## src/logic/ecf_pkg.sv

```systemverilog
// constants and types for the event recorder with chatter filter
package ecf_pkg;
  localparam int NUM_LISTS = 4;
  localparam int LIST_BITS = 24;
  localparam int NUM_BITS = 96;
  localparam int ID_W = 7;
  localparam int POS_W = 5;
  localparam int LST_W = 2;
  localparam int CNT_W = 5;
  localparam int SKIP_W = 4;
  localparam int WIN_W = 10;
  localparam int TS_W = 32;
  localparam int CS_W = 8;
  localparam int IRQ_W = 3;

  localparam logic [CNT_W-1:0] LIMIT_MIN = 5'h02;
  localparam logic [CNT_W-1:0] LIMIT_MAX = 5'h14;
  localparam logic [CNT_W-1:0] LIMIT_RST = 5'h05;
  // window in tenths of a second
  localparam logic [WIN_W-1:0] WIN_MIN = 10'h001;
  localparam logic [WIN_W-1:0] WIN_MAX = 10'h384;
  localparam logic [WIN_W-1:0] WIN_RST = 10'h00a;
  localparam logic [SKIP_W-1:0] SKIP_WINDOWS = 4'h9;
  localparam logic [ID_W-1:0] LAST_ID = 7'h5f;
  localparam logic [POS_W-1:0] LAST_POS = 5'h17;

  localparam int CLK_PERIOD_NS = 50;
  localparam int TENTH_NS = 100000000;
  localparam int TENTH_CYCLES = (TENTH_NS + CLK_PERIOD_NS - 1)
                                / CLK_PERIOD_NS;

  localparam logic [7:0] ADR_CTRL = 8'h00;
  localparam logic [7:0] ADR_LIMIT = 8'h04;
  localparam logic [7:0] ADR_WIN = 8'h08;
  localparam logic [7:0] ADR_TRIG1 = 8'h0c;
  localparam logic [7:0] ADR_TRIG4 = 8'h18;
  localparam logic [7:0] ADR_IRQ_STAT = 8'h1c;
  localparam logic [7:0] ADR_IRQ_MASK = 8'h20;
  localparam logic [7:0] ADR_STATUS = 8'h24;
  localparam logic [7:0] ADR_DEL1 = 8'h28;
  localparam logic [7:0] ADR_DEL4 = 8'h34;
  localparam logic [7:0] ADR_STAMP = 8'h38;

  localparam int IRQ_REC = 0;
  localparam int IRQ_DEL = 1;
  localparam int IRQ_INS = 2;

  typedef enum logic [1:0] {
    ST_IDLE = 2'b00,
    ST_SCAN = 2'b01,
    ST_WEND = 2'b10
  } ecf_state_t;

  typedef struct packed {
    logic [ID_W-1:0] id;
    logic state;
    logic [TS_W-1:0] stamp;
    logic [CS_W-1:0] csum;
  } ecf_rec_t;
endpackage

```

## src/logic/ecf_recorder.sv

```systemverilog
// event recorder that drops chattering status bits
// Operation
// compare listed bits with previous value each interval
// append record with id, state, stamp, checksum
// four lists of 24 bits, 96 total
// suppression only while removal enable set
// count limit 2..20, window 0.1..90.0 s
// exceeding limit in window stops recording bit
// removed bit ignored for nine windows
// recheck at ninth, resume at tenth window
// settings change discards pending deletion notices
// removed-bit list readable as deletion report
// per-bit counter cleared each window, compared
//
// The implementer's own choices: the address map and the Wishbone interface to the registers.
`timescale 1ns/1ps
module ecf_recorder
  import ecf_pkg::*;
#(
  parameter int TENTH_CYC = TENTH_CYCLES
) (
  input wire logic clk_i,
  input wire logic rst_i,
  input wire logic ce_i,
  input wire logic interval_tick_i,
  input wire logic [NUM_BITS-1:0] status_i,
  input wire logic [7:0] wb_adr_i,
  input wire logic [31:0] wb_dat_i,
  input wire logic [3:0] wb_sel_i,
  input wire logic wb_we_i,
  input wire logic wb_cyc_i,
  input wire logic wb_stb_i,
  output logic [31:0] wb_dat_o,
  output logic wb_ack_o,
  output logic rec_valid_o,
  output ecf_rec_t rec_o,
  output logic irq_o
);

  function automatic logic [31:0] wmerge(
    input logic [31:0] old,
    input logic [31:0] nw,
    input logic [3:0] sel
  );
    logic [31:0] r;
    r = old;
    for (int b = 0; b < 4; b++) begin
      if (sel[b]) begin
        r[b*8 +: 8] = nw[b*8 +: 8];
      end
    end
    return r;
  endfunction

  function automatic logic [WIN_W-1:0] clamp(
    input logic [WIN_W-1:0] v,
    input logic [WIN_W-1:0] lo,
    input logic [WIN_W-1:0] hi
  );
    logic [WIN_W-1:0] r;
    r = v;
    if (v < lo) begin
      r = lo;
    end else if (v > hi) begin
      r = hi;
    end
    return r;
  endfunction

  function automatic logic [CS_W-1:0] csum8(
    input logic [ID_W-1:0] id,
    input logic st,
    input logic [TS_W-1:0] ts
  );
    logic [CS_W-1:0] s;
    s = {1'b0, id} + {7'h00, st};
    for (int b = 0; b < 4; b++) begin
      s = s + ts[b*8 +: 8];
    end
    return s;
  endfunction

  ////////////////////////////////////////////////////////////////////
  // settings and bus

  logic del_en;
  logic [CNT_W-1:0] limit;
  logic [WIN_W-1:0] win_time;
  logic [LIST_BITS-1:0] trig [NUM_LISTS];
  logic [IRQ_W-1:0] irq_stat;
  logic [IRQ_W-1:0] irq_mask;
  logic [31:0] rd_val;
  logic [31:0] wv;
  logic req;
  logic wr;
  logic cfg_wr;
  logic [LST_W-1:0] tsel;

  ecf_state_t state;
  logic [ID_W-1:0] idx;
  logic [LST_W-1:0] lst;
  logic [POS_W-1:0] pos;
  logic [NUM_BITS-1:0] snap;
  logic [NUM_BITS-1:0] prev;
  logic [NUM_BITS-1:0] removed;
  logic [CNT_W-1:0] cnt [NUM_BITS];
  logic [SKIP_W-1:0] skip [NUM_BITS];
  logic [TS_W-1:0] ts;
  logic [TS_W-1:0] scan_ts;
  logic tick_pend;
  logic win_pend;
  logic [31:0] pre;
  logic [WIN_W-1:0] win_cnt;
  logic win_end;

  assign req = wb_cyc_i & wb_stb_i;
  // write lands on the edge where the master sees ack
  assign wr = req & wb_ack_o & wb_we_i;
  assign wv = wmerge(32'h0000_0000, wb_dat_i, wb_sel_i);
  assign tsel = LST_W'((wb_adr_i - ADR_TRIG1) >> 2);
  assign cfg_wr = wr & (wb_adr_i <= ADR_TRIG4);

  always_ff @(posedge clk_i) begin
    if (rst_i) begin
      wb_ack_o <= 1'b0;
    end else if (ce_i) begin
      wb_ack_o <= req & ~wb_ack_o;
    end
  end

  always_comb begin
    rd_val = 32'h0000_0000;
    if (wb_adr_i == ADR_CTRL) begin
      rd_val[0] = del_en;
    end else if (wb_adr_i == ADR_LIMIT) begin
      rd_val[CNT_W-1:0] = limit;
    end else if (wb_adr_i == ADR_WIN) begin
      rd_val[WIN_W-1:0] = win_time;
    end else if (wb_adr_i >= ADR_TRIG1 && wb_adr_i <= ADR_TRIG4) begin
      rd_val[LIST_BITS-1:0] = trig[tsel];
    end else if (wb_adr_i == ADR_IRQ_STAT) begin
      rd_val[IRQ_W-1:0] = irq_stat;
    end else if (wb_adr_i == ADR_IRQ_MASK) begin
      rd_val[IRQ_W-1:0] = irq_mask;
    end else if (wb_adr_i == ADR_STATUS) begin
      rd_val[1:0] = state;
      rd_val[2] = tick_pend;
      rd_val[3] = win_pend;
    end else if (wb_adr_i >= ADR_DEL1 && wb_adr_i <= ADR_DEL4) begin
      rd_val[LIST_BITS-1:0] =
        removed[(wb_adr_i - ADR_DEL1) * 6 +: LIST_BITS];
    end else if (wb_adr_i == ADR_STAMP) begin
      rd_val = ts;
    end
  end

  always_ff @(posedge clk_i) begin
    if (rst_i) begin
      wb_dat_o <= 32'h0000_0000;
    end else if (ce_i && req && !wb_ack_o) begin
      wb_dat_o <= rd_val;
    end
  end

  always_ff @(posedge clk_i) begin
    if (rst_i) begin
      del_en <= 1'b0;
      limit <= LIMIT_RST;
      win_time <= WIN_RST;
      irq_mask <= '0;
      for (int l = 0; l < NUM_LISTS; l++) begin
        trig[l] <= '0;
      end
    end else if (ce_i && wr) begin
      if (wb_adr_i == ADR_CTRL) begin
        del_en <= wv[0];
      end else if (wb_adr_i == ADR_LIMIT) begin
        limit <= CNT_W'(clamp(WIN_W'(wv[CNT_W-1:0]),
                              WIN_W'(LIMIT_MIN), WIN_W'(LIMIT_MAX)));
      end else if (wb_adr_i == ADR_WIN) begin
        win_time <= clamp(wv[WIN_W-1:0], WIN_MIN, WIN_MAX);
      end else if (wb_adr_i >= ADR_TRIG1 && wb_adr_i <= ADR_TRIG4) begin
        trig[tsel] <= LIST_BITS'(wmerge(32'(trig[tsel]), wb_dat_i,
                                        wb_sel_i));
      end else if (wb_adr_i == ADR_IRQ_MASK) begin
        irq_mask <= IRQ_W'(wmerge(32'(irq_mask), wb_dat_i, wb_sel_i));
      end
    end
  end

  ////////////////////////////////////////////////////////////////////
  // window timer, in tenths of a second

  assign win_end = (pre == TENTH_CYC - 1) && (win_cnt == win_time - 1);

  always_ff @(posedge clk_i) begin
    if (rst_i) begin
      pre <= 32'h0000_0000;
      win_cnt <= '0;
    end else if (ce_i) begin
      // a settings change starts a fresh window
      if (cfg_wr) begin
        pre <= 32'h0000_0000;
        win_cnt <= '0;
      end else if (pre == TENTH_CYC - 1) begin
        pre <= 32'h0000_0000;
        win_cnt <= win_end ? '0 : win_cnt + 1'b1;
      end else begin
        pre <= pre + 32'h0000_0001;
      end
    end
  end

  ////////////////////////////////////////////////////////////////////
  // interval scan sequencer

  always_ff @(posedge clk_i) begin
    if (rst_i) begin
      tick_pend <= 1'b0;
      win_pend <= 1'b0;
      ts <= '0;
    end else if (ce_i) begin
      // set wins over the consuming clear
      tick_pend <= interval_tick_i |
                   (tick_pend & ~(state == ST_IDLE && !win_pend));
      win_pend <= win_end | (win_pend & ~(state == ST_IDLE));
      if (interval_tick_i) begin
        ts <= ts + 1'b1;
      end
    end
  end

  always_ff @(posedge clk_i) begin
    if (rst_i) begin
      state <= ST_IDLE;
      idx <= '0;
      lst <= '0;
      pos <= '0;
      snap <= '0;
      scan_ts <= '0;
    end else if (ce_i) begin
      case (state)
        ST_IDLE: begin
          // window close is settled before the next scan reads counts
          if (win_pend) begin
            state <= ST_WEND;
          end else if (tick_pend) begin
            state <= ST_SCAN;
            snap <= status_i;
            scan_ts <= ts;
            idx <= '0;
            lst <= '0;
            pos <= '0;
          end
        end
        ST_SCAN: begin
          if (idx == LAST_ID) begin
            state <= ST_IDLE;
          end
          idx <= idx + 1'b1;
          if (pos == LAST_POS) begin
            pos <= '0;
            lst <= lst + 1'b1;
          end else begin
            pos <= pos + 1'b1;
          end
        end
        ST_WEND: begin
          state <= ST_IDLE;
        end
        default: begin
          state <= ST_IDLE;
        end
      endcase
    end
  end

  ////////////////////////////////////////////////////////////////////
  // per-bit change, chatter and removal tracking

  logic chg;
  logic cur;
  logic [CNT_W-1:0] next_cnt;
  logic over;
  logic drop;
  logic record;
  logic newly_removed;
  logic reins_any;

  assign cur = snap[idx];
  assign chg = (state == ST_SCAN) && trig[lst][pos] &&
               (cur != prev[idx]);
  assign next_cnt = (cnt[idx] > limit) ? cnt[idx] : cnt[idx] + 1'b1;
  assign over = del_en && (next_cnt > limit);
  assign drop = del_en && (removed[idx] || over);
  assign record = chg && !drop;
  assign newly_removed = chg && !removed[idx] && over;

  always_comb begin
    reins_any = 1'b0;
    for (int k = 0; k < NUM_BITS; k++) begin
      if (removed[k] && skip[k] == SKIP_WINDOWS - 1'b1 &&
          cnt[k] <= limit) begin
        reins_any = 1'b1;
      end
    end
  end

  always_ff @(posedge clk_i) begin
    if (rst_i) begin
      prev <= '0;
    end else if (ce_i && state == ST_SCAN) begin
      // track unlisted bits too, so enabling one never fakes a change
      prev[idx] <= cur;
    end
  end

  always_ff @(posedge clk_i) begin
    if (rst_i) begin
      removed <= '0;
      for (int k = 0; k < NUM_BITS; k++) begin
        cnt[k] <= '0;
        skip[k] <= '0;
      end
    end else if (ce_i) begin
      if (cfg_wr) begin
        removed <= '0;
        for (int k = 0; k < NUM_BITS; k++) begin
          cnt[k] <= '0;
          skip[k] <= '0;
        end
      end else if (state == ST_WEND) begin
        for (int k = 0; k < NUM_BITS; k++) begin
          cnt[k] <= '0;
          if (removed[k]) begin
            if (skip[k] == SKIP_WINDOWS - 1'b1) begin
              skip[k] <= '0;
              if (cnt[k] <= limit) begin
                removed[k] <= 1'b0;
              end
            end else begin
              skip[k] <= skip[k] + 1'b1;
            end
          end
        end
      end else if (chg) begin
        cnt[idx] <= next_cnt;
        if (newly_removed) begin
          removed[idx] <= 1'b1;
          skip[idx] <= '0;
        end
      end
    end
  end

  ////////////////////////////////////////////////////////////////////
  // record output, one cycle per record, sink must keep up

  always_ff @(posedge clk_i) begin
    if (rst_i) begin
      rec_valid_o <= 1'b0;
      rec_o <= '0;
    end else if (ce_i) begin
      rec_valid_o <= record;
      if (record) begin
        rec_o.id <= idx;
        rec_o.state <= cur;
        rec_o.stamp <= scan_ts;
        rec_o.csum <= csum8(idx, cur, scan_ts);
      end
    end
  end

  ////////////////////////////////////////////////////////////////////
  // interrupts

  logic [IRQ_W-1:0] irq_set;
  logic [IRQ_W-1:0] irq_clr;

  always_comb begin
    irq_set = '0;
    irq_set[IRQ_REC] = record;
    // a settings write undoes the removal, so no notice survives it
    irq_set[IRQ_DEL] = newly_removed && !cfg_wr;
    irq_set[IRQ_INS] = (state == ST_WEND) && reins_any && !cfg_wr;
    irq_clr = '0;
    if (wr && wb_adr_i == ADR_IRQ_STAT && wb_sel_i[0]) begin
      irq_clr = wb_dat_i[IRQ_W-1:0];
    end
    if (cfg_wr) begin
      irq_clr[IRQ_DEL] = 1'b1;
      irq_clr[IRQ_INS] = 1'b1;
    end
  end

  always_ff @(posedge clk_i) begin
    if (rst_i) begin
      irq_stat <= '0;
    end else if (ce_i) begin
      irq_stat <= (irq_stat & ~irq_clr) | irq_set;
    end
  end

  assign irq_o = |(irq_stat & irq_mask);

endmodule

```

## config.mk

```make
export PLATFORM = sky130hd
export DESIGN_NAME = ecf_recorder
export DESIGN_NICKNAME = d
export VERILOG_FILES = /design/src/logic/ecf_pkg.sv /design/src/logic/ecf_recorder.sv
export SDC_FILE = /design/constraint.sdc
export NUM_CORES = 2
export LEC_CHECK = 0
export BUFFER_PORTS_ARGS = -buffer_cell sky130_fd_sc_hd__buf_2
export CELL_PAD_IN_SITES_DETAIL_PLACEMENT = 1
export CELL_PAD_IN_SITES_GLOBAL_PLACEMENT = 1
export CORE_MARGIN = 4
export CORE_UTILIZATION = 45
export DETAILED_ROUTE_END_ITERATION = 6
export PLACE_DENSITY = 0.78
export SETUP_SLACK_MARGIN = 0.02
export SYNTH_ARGS = -nofsm -noshare
export SYNTH_HDL_FRONTEND = slang
export SYNTH_SLANG_ARGS = --single-unit
```

## constraint.sdc

```tcl
create_clock -name clk_i -period 6.42 [get_ports clk_i]
set_input_delay 0.642 -clock clk_i [delete_from_list [all_inputs] [get_ports clk_i]]
set_output_delay 0.642 -clock clk_i [all_outputs]
set_load 0.02 [all_outputs]
```

==> flow_summary.json <==
{
  "status": "finished, violations left",
  "violations": "design-rule violations",
  "synth_edf_count": 736,
  "worstHoldEndpoint": "snap[34]",
  "die_area_um2": 221800,
  "synth_most_common_cell": "nor2_1",
  "start_util": 0.4534,
  "n_fill_cell": 24013,
  "grt_pass1_wl_mm": 570.3,
  "hold_path_class": "in2reg",
  "cts.sinks": 1645,
  "yosysSeqAreaShare": 0.4178,
  "cts_buffers": 186,
  "drive_above_1_share": 0.1279,
  "cp-end-kind": "register",
  "slew_headroom": 0.1680,
  "period_share": 0.9878,
  "yosys-top-cells-area": "edfxtp_1 (23%), dfxtp_1 (19%), ha_1 (9.2%)",
  "fmax_ghz": 0.1577,
  "ant_nets": 0,
  "grt_overflow": 0,
  "ys_warn_count": 0,
  "min-delay-start": "status_i[34]",
  "rrSetupSlack_ns": 0.08,
  "ys_async_sr_fraction": 0,
  "p_per_area_nw_per_um2": 224.9,
  "die_h_um": 471.0,
  "power_frac_clock": 0.443,
  "slowest_stage": "mux4_2",
  "final_cells": 13500,
  "ys_seq_elements": 1645,
  "portBuffers": 220,
  "maxCapViolations": 0,
  "rows": 169,
  "drt_first_pass_iters": 7,
  "clk_latency_ns": 0.87,
  "core_area_um2": 212700,
  "required_ns": 7.22,
  "rr_worst_depth": 28,
  "syn_area_um2": 96450,
  "leakagePower_nw": 40.98,
  "cts_root_buf": "clkbuf_16",
  "via_count": 86582,
  "critPathMaxStageDelay_ns": 0.57,
  "yosys.area.top_type": "edfxtp_1",
  "synthFlopType": "dfxtp_1",
  "path_clk_slew_ns": 0.06,
  "clockBufferDepth": 3,
  "setup_ws_ns": 0.07829,
  "place_inst": 13105,
  "grt_max_degree": 219,
  "synth_cells": 10248,
  "synth.avg_cell_area_um2": 9.411,
  "die_x_um": 471.0,
  "areaGrowthSynthToFinish_pct": 12.72,
  "nets": 11375,
  "post_drt_via_cell_ratio": 6.413,
  "rr_endpoint": "removed[26]",
  "grt_pass1_vias": 89705,
  "place_area_um2": 102000,
  "pwr-share-seq": 0.465,
  "ir_drop_v": 0.0002807,
  "antenna_found_initial": 30,
  "critPathArrivalTime_ns": 7.14,
  "ios": 230,
  "start_kind": "register",
  "dr.first_iter.drc_count": 9367,
  "finalSetupTns_ns": 0,
  "path_class": "reg2reg",
  "wl_mm": 387.1,
  "gp_congestion": 0.9777,
  "dp_slack_ns": -0.07356,
  "htree_levels": 4,
  "place_hpwl_mm": 273.4,
  "sw_frac_of_total": 0.2599,
  "yosys-top-cells-count": "nor2_1 (1665), dfxtp_1 (909), a21oi_1 (827)",
  "crit_top_cell": "buf_12",
  "p_comb_frac": 0.092,
  "wire_per_inst_um": 28.67,
  "finClkSkew_ns": 0.03450,
  "synth_top_cell_area_share": 0.2291,
  "cts_tree": "yes",
  "fin_crit_ns": 6.342,
  "yosysUniqueCellTypes": 91,
  "power.switching_w": 0.006355,
  "grt_usage": 0.3369,
  "setup_viol": 0,
  "whs_path_depth": 3,
  "crit_path_max_fanout": 26,
  "drc": 1,
  "fin_area_um2": 108700,
  "finalHoldViolations": 0,
  "max_slew.worst_pin.slew_ns": 1.245,
  "slew_violations": 0,
  "intPower_w": 0.01810
}
[registers in the layout, indices dropped and copies added (netlist names), 2 cells and up, named ones only]
signal,flops
limit,5
rec_o,48
ts,32
irq_mask,3
win_time,10
snap,96
prev,96
pos,5
idx,7
wb_dat_o,32
pre,32
irq_stat,3
lst,2
removed,96
cnt,640
win_cnt,10
scan_ts,32
state,2
trig,96
skip,384
[power groups by stage]
stage	Clock [W]	Combinational, W	Sequential [W]
after global placement	0	0.00204	0.0116
after global routing	0.0114	0.00237	0.0114
after detailed placement	0	0.00213	0.0116
after CTS	0.0109	0.00216	0.0114
after floorplan	0	0.00137	0.0115
final	0.0108	0.00224	0.0114
[critical path, delay by kind of cell (launching register included)]
kind                     cells  cell delay, ns
buffers and inverters       12            1.50
flip-flops                   1            0.43
AO/OA/AOI/OAI                5            0.94
XOR/XNOR                     1            0.13
multiplexers                 3            1.65
AND/OR/NAND/NOR              5            1.05
adder cells (fa/ha/maj)      2            0.56
[through the flow]
step,hold WS (ns),utilization,total power (W)
3_5_place_dp,0.4486,0.4797,0.01372
6_report,0.04316,0.5111,0.02445
2_1_floorplan,0.4329,-,0.01287
4_1_cts,0.0008681,0.5091,0.02446
5_1_grt,0.02470,0.5110,0.02513
3_3_place_gp,0.4386,0.4797,0.01360
[logic make-up (layout without fill, tap and decap cells)]
family,after synthesis,count (layout),synth area share
AO/OA/AOI/OAI,2205,2205,0.1394
XOR/XNOR,131,131,0.01213
adder cells (fa/ha/maj),729,729,0.09628
buffers and inverters,1088,1339,0.04621
flip-flops,1645,1645,0.4178
multiplexers,604,604,0.1047
other,1,181,0.00003888
AND/OR/NAND/NOR,3845,3845,0.1834
[routing by layer]
metal | part of all wire | vias up | GRT usage
met1 | 0.37 | 43486 | 0.3977
met3 | 0.095 | 1306 | 0.08669
li1 | - | 37389 | -
met5 | 0.0013 | - | 0.009085
met2 | 0.46 | 4383 | 0.5409
met4 | 0.076 | 18 | 0.2250
[worst max-delay path by stage]
| stage | depth (start not counted) | endpoint | slack (ns) |
|---|---|---|---|
| after floorplan | 22 | removed[95] | 0.07 |
| after global placement | 28 | skip[29][0] | 0.04 |
| after detailed placement | 29 | skip[29][2] | -0.07 |
| after CTS | 29 | removed[95] | 0.05 |
| after global routing | 28 | removed[26] | -0.006 |
| final | 28 | removed[26] | 0.08 |
[placed cells by master, fill, tap and decap left out, types with 42 or more instances in the layout]
cell       netlist  routed
nor2_1        1665    1628
dfxtp_1        909     900
a21oi_1        827     827
nand2_1        798     796
edfxtp_1       736     736
ha_1           707     705
o21ai_0        486     476
inv_1          432     426
nand3_1        426     423
mux4_2         318     318
buf_4           37     272
mux2i_1        226     226
buf_2          120     218
clkbuf_16        0     195
a22oi_1        191     189
nor2b_1        187     184
nand3b_1       178     178
conb_1           1     160
o22ai_1        106     105
nand2b_1       100     100
o21a_1          93      93
a211oi_1        93      92
or3_1           85      85
nand4_1         80      80
xor2_1          80      77
o31ai_1         64      63
a311oi_1        63      63
nor3_1          77      62
and3_1          54      54
mux2_2          53      53
or2_1           48      48
xnor2_1         48      45
clkbuf_1       424      43
a221oi_1        43      42
[timing repair]
action | CTS | global route
hold buffers | 12 | 0
setup buffers | 2 | 10
hold endpoints to repair | 12 | 0
resized for setup | 1 | 61
endpoints found under the setup margin | 342 | 527
pin swaps | 0 | 11
cloned | 0 | 3
[final cells by class]
| type | instances | area, µm² | share of cell area |
|---|---|---|---|
| clock inverters | 78 | 696.9 | 0.006410 |
| diodes | 21 | 52.55 | 0.0004834 |
| clock buffers | 269 | 5413 | 0.04979 |
| flip-flops and latches | 1645 | 40320 | 0.3709 |
| well taps | 2821 | 3530 | 0.03247 |
| inverters | 439 | 1660 | 0.01527 |
| repair buffers | 553 | 4268 | 0.03926 |
| multi-input cells | 7674 | 52770 | 0.4854 |
No activity file was read; power rests on OpenSTA's default activity.
